$ cat config.mk
export PLATFORM = sky130hd
export DESIGN_NAME = plrs_top
export DESIGN_NICKNAME = d
export VERILOG_FILES = /design/src/rtl/plrs_pkg.sv /design/src/rtl/plrs_pair_buffer.sv /design/src/rtl/plrs_top.sv
export VERILOG_INCLUDE_DIRS = /design/src /design/src/rtl
export SDC_FILE = /design/constraint.sdc
export NUM_CORES = 1
export LEC_CHECK = 0
export ABC_AREA = 1
export BUFFER_PORTS_ARGS = -buffer_cell sky130_fd_sc_hd__buf_4
export CAP_MARGIN = 10
export CORE_ASPECT_RATIO = 2
export CORE_MARGIN = 1.5
export CORE_UTILIZATION = 59
export DETAILED_ROUTE_END_ITERATION = 8
export PLACE_DENSITY = 0.83
export SYNTH_ARGS = -nofsm -noshare
export SYNTH_HDL_FRONTEND = slang
export SYNTH_SLANG_ARGS = --single-unit
$ cat constraint.sdc
create_clock -name ref_clk -period 6.32 [get_ports ref_clk]
set_input_delay 0.632 -clock ref_clk [delete_from_list [all_inputs] [get_ports ref_clk]]
set_output_delay 0.632 -clock ref_clk [all_outputs]
set_load 0.03 [all_outputs]
$ cat src/rtl/plrs_defs.svh
/*
  Constants for the link request and status block: line codes, request
  type codes, request stream bit positions, status layout and reset values.
  Assumes it is included by bare name from files that need the figures.
*/
`ifndef PLRS_DEFS_SVH
`define PLRS_DEFS_SVH

// ==========================================================================
// Control pair codes
// ==========================================================================
`define PLRS_CTL_IDLE      2'h0
`define PLRS_CTL_STATUS    2'h1
`define PLRS_CTL_RECEIVE   2'h2
`define PLRS_CTL_GRANT     2'h3
`define PLRS_LNK_RELEASE   2'h0

// ==========================================================================
// Request type codes
// ==========================================================================
`define PLRS_REQ_IMM       3'h0
`define PLRS_REQ_ISO       3'h1
`define PLRS_REQ_PRI       3'h2
`define PLRS_REQ_FAIR      3'h3
`define PLRS_REQ_READ      3'h4
`define PLRS_REQ_WRITE     3'h5
`define PLRS_REQ_ACCEL     3'h6
`define PLRS_REQ_RESERVED  3'h7

// ==========================================================================
// Index of the first sampled bit, the last type bit and the last bit of each request stream
// ==========================================================================
`define PLRS_IDX_FIRST     5'h01
`define PLRS_IDX_TYPE      5'h03
`define PLRS_IDX_BUS       5'h06
`define PLRS_IDX_READ      5'h08
`define PLRS_IDX_WRITE     5'h10
`define PLRS_IDX_ACCEL     5'h05

// ==========================================================================
// Field positions in the request shift register
// ==========================================================================
`define PLRS_RD_ADDR       3:0
`define PLRS_WR_ADDR       11:8
`define PLRS_WR_DATA       7:0
`define PLRS_ACCEL_CTRL    0

// ==========================================================================
// Register file and status transfer
// ==========================================================================
`define PLRS_REG_RESET     8'h00
`define PLRS_ACCEL_REG     4'h5
`define PLRS_ACCEL_BIT     1
`define PLRS_NODE_ID_REG   4'h0
`define PLRS_ST_LAST_SHORT 3'h1
`define PLRS_ST_LAST_LONG  3'h7
`define PLRS_BUF_DEPTH     2

`endif

$ cat src/rtl/plrs_pkg.sv
/*
  Types shared by the link request and status block.
  Assumes the constants header is compiled alongside.
*/
package plrs_pkg;

  // ========================================================================
  // State, request and status entry types
  // ========================================================================
  typedef enum logic [2:0] {
    PLRS_IF_IDLE    = 3'h0,
    PLRS_IF_STATUS  = 3'h1,
    PLRS_IF_RECEIVE = 3'h2,
    PLRS_IF_GRANT   = 3'h3,
    PLRS_IF_LINK    = 3'h4
  } plrs_if_state_e;

  typedef enum logic {
    PLRS_DEC_WAIT  = 1'b0,
    PLRS_DEC_SHIFT = 1'b1
  } plrs_dec_state_e;

  typedef logic [2:0]  plrs_req_t;
  typedef logic [12:0] plrs_status_entry_t;

endpackage

$ cat src/rtl/plrs_pair_buffer.sv
/*
  Two-entry buffer with valid and ready on both sides.
  Assumes one clock and a synchronous active-high reset.
*/
`timescale 1ns/1ps
`include "plrs_defs.svh"

module plrs_pair_buffer
  import plrs_pkg::*;
#(
  parameter int WIDTH = 13,
  parameter int DEPTH = `PLRS_BUF_DEPTH
)
(
  input  wire logic             ref_clk,
  input  wire logic             rst,
  input  wire logic             inValid,
  output logic                  inReady,
  input  wire logic [WIDTH-1:0] inData,
  output logic                  outValid,
  input  wire logic             outReady,
  output logic      [WIDTH-1:0] outData
);

  localparam int PW = (DEPTH > 1) ? $clog2(DEPTH) : 1;
  localparam logic [PW:0] FULL = (PW+1)'(DEPTH);

  logic [WIDTH-1:0] store_ff [DEPTH];
  logic [PW-1:0]    wrPtr_ff;
  logic [PW-1:0]    rdPtr_ff;
  logic [PW:0]      count_ff;
  logic             doPush;
  logic             doPop;

  assign inReady  = (count_ff != FULL);
  assign outValid = (count_ff != '0);
  assign outData  = store_ff[rdPtr_ff];
  assign doPush   = inValid && inReady;
  assign doPop    = outValid && outReady;

  function automatic logic [PW-1:0] bump(input logic [PW-1:0] p);
    bump = (p == PW'(DEPTH - 1)) ? '0 : p + 1'b1;
  endfunction

  always_ff @(posedge ref_clk)
  begin
    if (doPush)
    begin
      store_ff[wrPtr_ff] <= inData;
    end
  end

  always_ff @(posedge ref_clk)
  begin
    if (rst)
    begin
      wrPtr_ff <= '0;
      rdPtr_ff <= '0;
      count_ff <= '0;
    end
    else
    begin
      if (doPush)
      begin
        wrPtr_ff <= bump(wrPtr_ff);
      end
      if (doPop)
      begin
        rdPtr_ff <= bump(rdPtr_ff);
      end
      if (doPush && !doPop)
      begin
        count_ff <= count_ff + 1'b1;
      end
      else if (doPop && !doPush)
      begin
        count_ff <= count_ff - 1'b1;
      end
    end
  end

endmodule

$ cat src/rtl/plrs_top.sv
/*
  Device end of the link controller interface: decodes serial requests on
  the request line, keeps pending request state, applies register writes,
  steers acceleration and sends status transfers on the data lines under the status code on the control pair.
  Assumes the link controller runs on ref_clk and that arbitration, packet
  reception and status events come from the device core as level and
  pulse inputs.
*/
`timescale 1ns/1ps
`include "plrs_defs.svh"

module plrs_top
  import plrs_pkg::*;
(
  input  wire logic       ref_clk,
  input  wire logic       rst,
  input  wire logic       linkRequestLine,
  input  wire logic [1:0] controlPairIn,
  output logic      [1:0] controlPairOut,
  output logic            controlPairOe,
  output logic      [1:0] statusDataOut,
  output logic            statusDataOe,
  input  wire logic       packetReceiveActive,
  input  wire logic       arbitrationWon,
  input  wire logic       arbResetGapEvent,
  input  wire logic       subactionGapEvent,
  input  wire logic       busResetEvent,
  input  wire logic       interruptEvent,
  input  wire logic       selfIdComplete,
  output logic            busRequestPending,
  output logic      [2:0] busRequestKind,
  output logic      [2:0] busRequestSpeed,
  output logic            accelFeaturesOn,
  output logic            regWriteStrobe,
  output logic      [3:0] regWriteAddr,
  output logic      [7:0] regWriteData,
  output logic            readPending
);

  // ========================================================================
  // Declarations
  // ========================================================================
  plrs_dec_state_e    decState_ff;
  logic [4:0]         bitIdx_ff;
  logic [15:0]        shift_ff;
  plrs_req_t          reqType_ff;
  logic               rxDuring_ff;
  logic [15:0]        nxtShift;
  logic               inShift;
  logic               lastBit;
  logic               reservedEnd;
  logic               stopOk;
  logic               reqDone;

  plrs_if_state_e     state_ff;
  plrs_if_state_e     nxtState;
  logic [2:0]         stCnt_ff;
  logic [2:0]         nxtCnt;
  logic               stLong_ff;
  logic               nxtLong;
  logic               grantTaken;
  logic               regDelivered;

  logic               busReqPending_ff;
  plrs_req_t          busReqKind_ff;
  logic [2:0]         busReqSpeed_ff;
  logic               acceleration_control_request_ff;
  logic [7:0]         regs_ff [16];
  logic [3:0]         flag_ff;
  logic               readPending_ff;
  logic               readWait_ff;
  logic [3:0]         readAddr_ff;
  logic               selfIdWait_ff;

  logic               bufInValid;
  logic               bufInReady;
  plrs_status_entry_t bufInData;
  logic               bufOutValid;
  plrs_status_entry_t bufOutData;
  logic [15:0]        stWord;

  logic [1:0]         controlPairOut_ff;
  logic               controlPairOe_ff;
  logic [1:0]         statusDataOut_ff;
  logic               statusDataOe_ff;
  logic               accelFeaturesOn_ff;
  logic               regWriteStrobe_ff;
  logic [3:0]         regWriteAddr_ff;
  logic [7:0]         regWriteData_ff;

  // ========================================================================
  // Helpers
  // ========================================================================
  function automatic logic isBusReq(input plrs_req_t t);
    isBusReq = (t[2] == 1'b0);
  endfunction

  function automatic logic isFairPri(input plrs_req_t t);
    isFairPri = (t == `PLRS_REQ_PRI) || (t == `PLRS_REQ_FAIR);
  endfunction

  function automatic logic [4:0] lastIndex(input plrs_req_t t);
    unique case (t)
      `PLRS_REQ_READ:  lastIndex = `PLRS_IDX_READ;
      `PLRS_REQ_WRITE: lastIndex = `PLRS_IDX_WRITE;
      `PLRS_REQ_ACCEL: lastIndex = `PLRS_IDX_ACCEL;
      default:         lastIndex = `PLRS_IDX_BUS;
    endcase
  endfunction

  function automatic logic [1:0] ctlCode(input plrs_if_state_e s);
    unique case (s)
      PLRS_IF_STATUS:  ctlCode = `PLRS_CTL_STATUS;
      PLRS_IF_RECEIVE: ctlCode = `PLRS_CTL_RECEIVE;
      PLRS_IF_GRANT:   ctlCode = `PLRS_CTL_GRANT;
      default:         ctlCode = `PLRS_CTL_IDLE;
    endcase
  endfunction

  // ========================================================================
  // Request stream decoder
  // ========================================================================
  // Bits arrive first to last; each sample shifts in at the low end.
  assign nxtShift    = {shift_ff[14:0], linkRequestLine};
  assign inShift     = (decState_ff == PLRS_DEC_SHIFT);
  assign reservedEnd = inShift && (bitIdx_ff == `PLRS_IDX_TYPE) &&
                       (nxtShift[2:0] == `PLRS_REQ_RESERVED);
  assign lastBit     = inShift && (bitIdx_ff > `PLRS_IDX_TYPE) &&
                       (bitIdx_ff == lastIndex(reqType_ff));
  // A bus request ends on its speed field because its stop bit is optional.
  assign stopOk      = isBusReq(reqType_ff) || !linkRequestLine;
  assign reqDone     = lastBit && stopOk;

  always_ff @(posedge ref_clk)
  begin
    if (rst)
    begin
      decState_ff <= PLRS_DEC_WAIT;
      bitIdx_ff   <= '0;
      shift_ff    <= '0;
      reqType_ff  <= `PLRS_REQ_IMM;
      rxDuring_ff <= 1'b0;
    end
    else
    begin
      unique case (decState_ff)
        PLRS_DEC_WAIT:
        begin
          shift_ff    <= '0;
          bitIdx_ff   <= `PLRS_IDX_FIRST;
          rxDuring_ff <= (state_ff == PLRS_IF_RECEIVE);
          if (linkRequestLine)
          begin
            decState_ff <= PLRS_DEC_SHIFT;
          end
        end
        PLRS_DEC_SHIFT:
        begin
          shift_ff  <= nxtShift;
          bitIdx_ff <= bitIdx_ff + 1'b1;
          if (state_ff == PLRS_IF_RECEIVE)
          begin
            rxDuring_ff <= 1'b1;
          end
          if (bitIdx_ff == `PLRS_IDX_TYPE)
          begin
            reqType_ff <= nxtShift[2:0];
          end
          if (lastBit || reservedEnd)
          begin
            decState_ff <= PLRS_DEC_WAIT;
          end
        end
      endcase
    end
  end

  // ========================================================================
  // Bus request pending state
  // ========================================================================
  always_ff @(posedge ref_clk)
  begin
    if (rst)
    begin
      busReqPending_ff <= 1'b0;
      busReqKind_ff    <= `PLRS_REQ_IMM;
      busReqSpeed_ff   <= '0;
    end
    else if (busResetEvent)
    begin
      busReqPending_ff <= 1'b0;
    end
    else if (busReqPending_ff)
    begin
      if (grantTaken)
      begin
        busReqPending_ff <= 1'b0;
      end
      else if ((state_ff == PLRS_IF_RECEIVE) && isFairPri(busReqKind_ff))
      begin
        busReqPending_ff <= 1'b0;
      end
    end
    else if (reqDone && isBusReq(reqType_ff))
    begin
      if (!(isFairPri(reqType_ff) && (rxDuring_ff || state_ff == PLRS_IF_RECEIVE)))
      begin
        busReqPending_ff <= 1'b1;
        busReqKind_ff    <= reqType_ff;
        busReqSpeed_ff   <= nxtShift[2:0];
      end
    end
  end

  // ========================================================================
  // Register file and acceleration control
  // ========================================================================
  always_ff @(posedge ref_clk)
  begin
    if (rst)
    begin
      for (int i = 0; i < 16; i++)
      begin
        regs_ff[i] <= `PLRS_REG_RESET;
      end
    end
    else if (reqDone && (reqType_ff == `PLRS_REQ_WRITE))
    begin
      regs_ff[shift_ff[`PLRS_WR_ADDR]] <= shift_ff[`PLRS_WR_DATA];
    end
  end

  always_ff @(posedge ref_clk)
  begin
    if (rst)
    begin
      regWriteStrobe_ff <= 1'b0;
      regWriteAddr_ff   <= '0;
      regWriteData_ff   <= '0;
    end
    else
    begin
      regWriteStrobe_ff <= reqDone && (reqType_ff == `PLRS_REQ_WRITE);
      if (reqDone && (reqType_ff == `PLRS_REQ_WRITE))
      begin
        regWriteAddr_ff <= shift_ff[`PLRS_WR_ADDR];
        regWriteData_ff <= shift_ff[`PLRS_WR_DATA];
      end
    end
  end

  always_ff @(posedge ref_clk)
  begin
    if (rst)
    begin
      acceleration_control_request_ff        <= 1'b1;
      accelFeaturesOn_ff <= 1'b0;
    end
    else
    begin
      if (busResetEvent || (reqDone && reqType_ff == `PLRS_REQ_ISO && !busReqPending_ff))
      begin
        acceleration_control_request_ff <= 1'b1;
      end
      else if (reqDone && (reqType_ff == `PLRS_REQ_ACCEL))
      begin
        acceleration_control_request_ff <= shift_ff[`PLRS_ACCEL_CTRL];
      end
      accelFeaturesOn_ff <= regs_ff[`PLRS_ACCEL_REG][`PLRS_ACCEL_BIT] && acceleration_control_request_ff;
    end
  end

  // ========================================================================
  // Register read results and self-identity node address
  // ========================================================================
  always_ff @(posedge ref_clk)
  begin
    if (rst)
    begin
      readPending_ff <= 1'b0;
      readWait_ff    <= 1'b0;
      readAddr_ff    <= '0;
      selfIdWait_ff  <= 1'b0;
    end
    else
    begin
      // Bus reset deliberately leaves the pending read alone.
      if (reqDone && (reqType_ff == `PLRS_REQ_READ) && !readPending_ff)
      begin
        readPending_ff <= 1'b1;
        readWait_ff    <= 1'b1;
        readAddr_ff    <= shift_ff[`PLRS_RD_ADDR];
      end
      else
      begin
        if (readWait_ff && bufInReady)
        begin
          readWait_ff <= 1'b0;
        end
        if (regDelivered && bufOutData[12])
        begin
          readPending_ff <= 1'b0;
        end
      end
      if (selfIdComplete)
      begin
        selfIdWait_ff <= 1'b1;
      end
      else if (selfIdWait_ff && !readWait_ff && bufInReady)
      begin
        selfIdWait_ff <= 1'b0;
      end
    end
  end

  // Entry: read marker, register address, register contents.
  assign bufInValid = readWait_ff || selfIdWait_ff;
  assign bufInData  = readWait_ff ? {1'b1, readAddr_ff, regs_ff[readAddr_ff]}
                                  : {1'b0, `PLRS_NODE_ID_REG, regs_ff[`PLRS_NODE_ID_REG]};

  plrs_pair_buffer #(
    .WIDTH ($bits(plrs_status_entry_t)),
    .DEPTH (`PLRS_BUF_DEPTH)
  ) u_status_buffer (
    .ref_clk  (ref_clk),
    .rst      (rst),
    .inValid  (bufInValid),
    .inReady  (bufInReady),
    .inData   (bufInData),
    .outValid (bufOutValid),
    .outReady (regDelivered),
    .outData  (bufOutData)
  );

  // ========================================================================
  // Status flags
  // ========================================================================
  // Word bit 0 sits at the top so that each cycle sends the next two bits.
  assign stWord = {flag_ff[0], flag_ff[1], flag_ff[2], flag_ff[3], bufOutData[11:0]};

  always_ff @(posedge ref_clk)
  begin
    if (rst)
    begin
      flag_ff <= '0;
    end
    else
    begin
      // A flag counts as delivered once placed on the data lines; a new event wins.
      for (int i = 0; i < 4; i++)
      begin
        if ((nxtState == PLRS_IF_STATUS) && (nxtCnt == 3'(i / 2)))
        begin
          flag_ff[i] <= 1'b0;
        end
      end
      if (arbResetGapEvent)  flag_ff[0] <= 1'b1;
      if (subactionGapEvent) flag_ff[1] <= 1'b1;
      if (busResetEvent)     flag_ff[2] <= 1'b1;
      if (interruptEvent)    flag_ff[3] <= 1'b1;
    end
  end

  // ========================================================================
  // Interface control state
  // ========================================================================
  always_comb
  begin
    nxtState     = state_ff;
    nxtCnt       = stCnt_ff;
    nxtLong      = stLong_ff;
    grantTaken   = 1'b0;
    regDelivered = 1'b0;
    unique case (state_ff)
      PLRS_IF_IDLE:
      begin
        if (packetReceiveActive)
        begin
          nxtState = PLRS_IF_RECEIVE;
        end
        else if (busReqPending_ff && (busReqKind_ff == `PLRS_REQ_IMM || arbitrationWon))
        begin
          nxtState   = PLRS_IF_GRANT;
          grantTaken = 1'b1;
        end
        else if ((flag_ff != '0) || bufOutValid)
        begin
          nxtState = PLRS_IF_STATUS;
          nxtCnt   = '0;
          nxtLong  = bufOutValid;
        end
      end
      PLRS_IF_STATUS:
      begin
        if (packetReceiveActive)
        begin
          nxtState = PLRS_IF_RECEIVE;
        end
        else if (stCnt_ff == (stLong_ff ? `PLRS_ST_LAST_LONG : `PLRS_ST_LAST_SHORT))
        begin
          nxtState     = PLRS_IF_IDLE;
          regDelivered = stLong_ff;
        end
        else
        begin
          nxtCnt = stCnt_ff + 1'b1;
        end
      end
      PLRS_IF_RECEIVE:
      begin
        if (!packetReceiveActive)
        begin
          if (busReqPending_ff && (busReqKind_ff == `PLRS_REQ_IMM))
          begin
            nxtState   = PLRS_IF_GRANT;
            grantTaken = 1'b1;
          end
          else
          begin
            nxtState = PLRS_IF_IDLE;
          end
        end
      end
      PLRS_IF_GRANT:
      begin
        nxtState = PLRS_IF_LINK;
      end
      PLRS_IF_LINK:
      begin
        // The link may release straight away after a bad header.
        if (controlPairIn == `PLRS_LNK_RELEASE)
        begin
          nxtState = PLRS_IF_IDLE;
        end
      end
      default:
      begin
        nxtState = PLRS_IF_IDLE;
      end
    endcase
  end

  always_ff @(posedge ref_clk)
  begin
    if (rst)
    begin
      state_ff  <= PLRS_IF_IDLE;
      stCnt_ff  <= '0;
      stLong_ff <= 1'b0;
    end
    else
    begin
      state_ff  <= nxtState;
      stCnt_ff  <= nxtCnt;
      stLong_ff <= nxtLong;
    end
  end

  always_ff @(posedge ref_clk)
  begin
    if (rst)
    begin
      controlPairOut_ff <= `PLRS_CTL_IDLE;
      controlPairOe_ff  <= 1'b1;
      statusDataOut_ff  <= '0;
      statusDataOe_ff   <= 1'b0;
    end
    else
    begin
      controlPairOut_ff <= ctlCode(nxtState);
      controlPairOe_ff  <= (nxtState != PLRS_IF_LINK);
      statusDataOe_ff   <= (nxtState == PLRS_IF_STATUS);
      if (nxtState == PLRS_IF_STATUS)
      begin
        statusDataOut_ff <= {stWord[15 - 2 * nxtCnt], stWord[14 - 2 * nxtCnt]};
      end
      else
      begin
        statusDataOut_ff <= '0;
      end
    end
  end

  // ========================================================================
  // Outputs
  // ========================================================================
  assign controlPairOut    = controlPairOut_ff;
  assign controlPairOe     = controlPairOe_ff;
  assign statusDataOut     = statusDataOut_ff;
  assign statusDataOe      = statusDataOe_ff;
  assign busRequestPending = busReqPending_ff;
  assign busRequestKind    = busReqKind_ff;
  assign busRequestSpeed   = busReqSpeed_ff;
  assign accelFeaturesOn   = accelFeaturesOn_ff;
  assign regWriteStrobe    = regWriteStrobe_ff;
  assign regWriteAddr      = regWriteAddr_ff;
  assign regWriteData      = regWriteData_ff;
  assign readPending       = readPending_ff;

endmodule

# [After elaboration in Yosys (flattened, before gate mapping)]
# Memory sizes are Yosys's and may differ from the RTL's. A register that Yosys moved wholly into a read port is not among the register bits.
# Index checks and enable logic that the tools add are counted.
# W data, S select, Z words.
[word_totals] out_inout_bits=28 inputBits=12 mem_count=2 ram_bits=154 regBits=72
[mem_list] name="regs_ff" depth=16 width=8 rd=3 rd_ports_with_merged_regs=1 write_ports=16 line_no="plrs_top.sv:68" source="logic [7:0] regs_ff [16];"
[mem_list] name="u_status_buffer.store_ff" depth=2 width=13 rd=1 rd_ports_with_merged_regs=1 write_ports=1 line_no="plrs_pair_buffer.sv:28" source="logic [WIDTH-1:0] store_ff [DEPTH];"
[op_classes] bitwise=8 n_eq_ne=23 mux=73 magnitude_cmp=3 n_reduce_logical=63 addsub=8
[op_table] operator="$lt A32 B5 Y1 const B" count=2
[op_table] operator="$mux W1" count=41
[op_table] operator="$mux W3" count=13
[op_table] operator="$logic_and A1 B1 Y1" count=27
[op_table] operator="$eq A3 B2 Y1 const B" count=8
[op_table] operator="$pmux W12 S2" count=1
[op_table] operator="$reduce_bool A2 Y1" count=9
[op_table] operator="$eq A3 B3 Y1 const B" count=5
[op_table] operator="$pmux W3 S5" count=1
[op_table] operator="$pmux W5 S3" count=1
[op_table] operator="$mux W13" count=1
[op_table] operator="$eq A3 B1 Y1 const B" count=4
[op_table] operator="$mux W4" count=3
[op_table] operator="$pmux W5 S2" count=1
[op_table] operator="$sub A4 B4 Y5 const A" count=2
[op_table] operator="$logic_not A3 Y1" count=3
[op_table] operator="$logic_or A1 B1 Y1" count=9
[op_table] operator="$bmux W1 S4" count=2
[op_table] operator="$mux W8" count=1
[op_table] operator="$not A1 Y1" count=8
[op_table] operator="$reduce_and A4 Y1" count=2
[op_table] operator="$reduce_or A8 Y1" count=1
[op_table] operator="$logic_not A1 Y1" count=6
[op_table] operator="$mux W2" count=3
[op_table] operator="19 further kinds" count=24

# [Depth between registers and ports, before layout]
[logic_depth] word_depth=11 ltp_mapped=14 ltp_nobuf=14

# [Hierarchy]
# Synthesis repeated with hierarchy kept, for this count alone.
[unflattened] cells_unflattened=1051 hier_area_um2=10099.7
[modules_own_cells] mod="plrs_top" area_per_inst_um2=8879.8 cells_per_inst=974 instances=1
[modules_own_cells] mod="plrs_pair_buffer" area_per_inst_um2=1219.9 cells_per_inst=77 instances=1

# [Worst setup path after synthesis]
# OpenSTA, ideal clock, no wires.
[synth_timing] kind="reg-to-reg" from="register bitIdx_ff[0]" to="memory regs_ff[3][0], enable pin" n_path_buf=1 path_stages_with_launch=12 t_arrival_ns=1.885 path_slack_ns=4.106 cell_sequence="dfxtp_1 ha_1 nand2_1 nand2_1 nor2_1 nand4_4 nor2_4 nand2_1 inv_2 buf_12 nand3_2 nand2_1"
[synth_lines] element="start: declaration" line_no="plrs_top.sv:44" source="logic [4:0] bitIdx_ff;"
[synth_lines] element="start signal: assignment" line_no="plrs_top.sv:150" source="bitIdx_ff <= `PLRS_IDX_FIRST;"
[synth_lines] element="start signal: assignment" line_no="plrs_top.sv:160" source="bitIdx_ff <= bitIdx_ff + 1'b1;"
[synth_lines] element="end: declaration" line_no="plrs_top.sv:68"

==> impl_results.md <==
* Worst hold stages at 3
* Placer Congestion at 1.00
* Synth cell count leaders: nor2_1, edfxtp_1, nand2_1, o21ai_0, dfxtp_1
* Top cell type by total area after synthesis: edfxtp_1
* Worst Path Max Fanout at 27
* Avg Cell Area, Syn at 9.57 um^2
* Hold endpoint: flag_ff[1]$_SDFFE_PP0P_
* Port Buffer Count at 39
* Final slew viol count at 0
* Core area at 16300 um^2
* Crit share post-route at 53.4%
* Cell Area, Placed at 10200 um^2
* GRT overflow at 0
* Worst R2R End: regs_ff[2][1]$_SDFFCE_PN0P_
* Yosys cell types at 33
* Vias per cell at 6.05
* CP Buf/Inv Count at 2
* Standard-cell rows at 66
* Pre-CTS setup slack at 3070 ps
* WP data arrival at 3540 ps
* Final worst path period need at 3370 ps
* Endpoint kind of the worst setup timing path: flop
* Max-cap violations at 0
* Post-DRT Antenna Nets at 0
* Initial Util at 60.4%
* Via count at 7629
* Worst r2r src: reqType_ff[2]$_SDFFE_PP0P_
* Worst Skew at 16.9 ps
* Crit path depth at 10
* Final instance area at 10900 um^2
* Worst reg-to-reg path cell count at 10
* Reg clk slew, reported paths at 70 ps
* WL/cell at 20.4 um
* Area delta synth->final at 10.6%
* Relative slew slack at 20.6%
* CTS resizes at 0
* Initial antenna violation count at 0
* Vias in the first global route at 7320
* Setup TNS at 0 ps
* Synthesized instance count at 1027
* Hold Path Class: primary input to flop
* Hold path start: subactionGapEvent
* Critical Path RT at 6480 ps
* Worst-Skew Late Latency at 500 ps
* Crit path max-delay family: simple AND/OR/NAND/NOR gates
* CTS Buf Count at 20
* Sequential area share after synthesis at 62.7%
* #FFs+latches synth at 231
* Hold_buf cts at 0
* Setup Buffers After CTS at 0
* Synth top area share at 47.0%
* Final Hold Fails at 0
* Die area at 17500 um^2
* EDFF count, synth at 154
* DRC Markers at 0
* CTS tree: yes
* Worst Slack Setup Final at 2950 ps
* Primary FF master, synth: edfxtp_1
* Most used cell, CP: nand2_1
* I/O pin count at 40
* Mapped Area at 9830 um^2
* Initial DRC Count at 644
* WL final at 25.7 mm
* Clk sinks at 231
* Peak VDD IR at 219 uV
* First-pass GRT wire length at 38.3 mm
* WHS at 371 ps
* Fillers at 1230
* Clock Path Buffers at 3
* Pwr dens at 281 nW/um^2
* Crit-path cells: inv_1, a21oi_1, o21ai_1, nor2_1, nand4_4, nor2_4, nand2_1, inv_2, nand3_1, nand2_1
* RSZ-0062 raised after global routing: false
* Lkg Pwr at 3.97 nW
* Status: finished clean
* Final setup fails at 0
* Layout cell share with drive strength beyond 1 at 8.70%
* CP Launch Type: flop
* Post-DP HPWL at 17.6 mm
* Crit path kind: flop to flop
* Die W at 94.3 um
* Diode count at 0
* Layout Cells excl Fill at 1262
* Placed Cells at 1226
* Count leader, synth: nor2_1
* CTS Root Cell: clkbuf_16
* Post-Syn Nets at 1042
* Area contributors post-synth: edfxtp_1, dfxtp_1, nor2_1, o21ai_0, nand2_1
* Total track usage at 29.7%
* Htree depth at 1
* Worst slew pin tran at 1190 ps
* Ys Warns at 0
* Slowest CP cell: nor2_4
* Crit-path max cell delay at 440 ps
* First drt pass iteration count at 5
* Fraction of registers with async set/reset at 0%
* R2r setup slk at 2950 ps
* Nets@finish at 1059
* Pin count of the biggest net entering global routing at 66
* Max frequency at 0.296 GHz
* Die height at 186 um
## kinds of logic after synthesis
| logic type | count (synthesis) | share of synthesized area (%) |
|---|---|---|
| AOI/OAI and AO/OA | 182 | 10.6 |
| xor gates and xnor gates | 3 | 0.267 |
| adders and majority gates | 3 | 0.382 |
| buffers and inverters | 122 | 4.82 |
| DFF | 231 | 62.7 |
| muxes | 7 | 0.713 |
| and+or+nand+nor | 479 | 20.5 |
## layout by cell type, fill, tap and decap left out, types with 2 or more instances in the layout
cell type   netlist  final
nor2_4            2      2
inv_1            60     60
o21ai_0          99     99
clkinvlp_4        0      2
buf_4             0     42
a31oi_1          10     10
clkbuf_1         43      2
nor2_1          292    292
nand4_1           8      8
clkinv_1         11     14
inv_2             4      4
o21ai_1           2      2
nor3_1            4      4
nand3_4           6      6
clkbuf_16         0     22
a21oi_1          33     33
nand3_2           3      3
clkinv_2          0      3
o22ai_1           9      9
xor2_1            3      3
nand2_1         118    118
nand3_1          43     43
edfxtp_1        154    154
o221ai_1         24     24
ha_1              3      3
dfxtp_1          77     76
mux2i_1           7      7
## through the flow
| stage | utilization (%) | total power [mW] |
|---|---|---|
| 6_report | 66.8 | 3.05 |
| 4_1_cts | 66.8 | 3.04 |
| 5_1_grt | 66.8 | 3.12 |
| 3_5_place_dp | 62.8 | 1.85 |
| 2_1_floorplan | - | 1.80 |
| 3_3_place_gp | 62.8 | 1.84 |
## routing by layer
layer,part of all wire (%),vias up,GRT usage [%],wire (um)
met5,0,-,0,0
met4,8.8,0,23.8,2260
met3,5.9,121,3.68,1520
met2,54,377,55.8,13900
met1,31,3603,27.8,8020
li1,-,3528,-,-
## area by class of cell
| class | instances | area, um^2 | share of cell area (%) |
|---|---|---|---|
| clock inverter | 11 | 86.3 | 0.794 |
| tap | 204 | 255 | 2.35 |
| timing repair buffer | 42 | 315 | 2.90 |
| sequential | 231 | 6170 | 56.7 |
| multi-input combinational | 674 | 3190 | 29.4 |
| clock buffer | 25 | 572 | 5.26 |
| inverter | 75 | 282 | 2.59 |
## sequential cells by signal, summed over array words and instances (netlist names), 2 cells and up, named ones only
signal,cells
regWriteAddr,4
stCnt_ff,3
bitIdx_ff,5
statusDataOut,2
reqType_ff,3
busRequestKind,3
shift_ff,12
busRequestSpeed,3
u_status_buffer.store_ff,26
controlPairOut,2
flag_ff,4
readAddr_ff,4
regWriteData,8
state_ff,3
regs_ff,128
u_status_buffer.count_ff,2
## how the worst max path moves through the flow
stage	from	endpoint
2_1_floorplan	bitIdx_ff[0]$_SDFF_PP0_	regs_ff[3][0]$_SDFFCE_PN0P_
3_3_place_gp	reqType_ff[2]$_SDFFE_PP0P_	regs_ff[2][7]$_SDFFCE_PN0P_
3_5_place_dp	reqType_ff[2]$_SDFFE_PP0P_	regs_ff[0][2]$_SDFFCE_PN0P_
4_1_cts	reqType_ff[2]$_SDFFE_PP0P_	regs_ff[0][4]$_SDFFCE_PN0P_
5_1_grt	reqType_ff[2]$_SDFFE_PP0P_	regs_ff[2][1]$_SDFFCE_PN0P_
6_report	reqType_ff[2]$_SDFFE_PP0P_	regs_ff[2][1]$_SDFFCE_PN0P_
## where the power goes
group	leakage [nW]	internal, mW	total (mW)	switching [mW]
Combinational	1.55	0.0353	0.123	0.0877
Clock	0.321	0.688	1.23	0.542
Sequential	2.10	1.67	1.70	0.0304
## worst min-delay path, delay by kind of cell
kind,cells,cell delay (ps)
buffers and inverters,2,140
AOI/OAI and AO/OA,1,50
(Power assumes the default switching activity.)
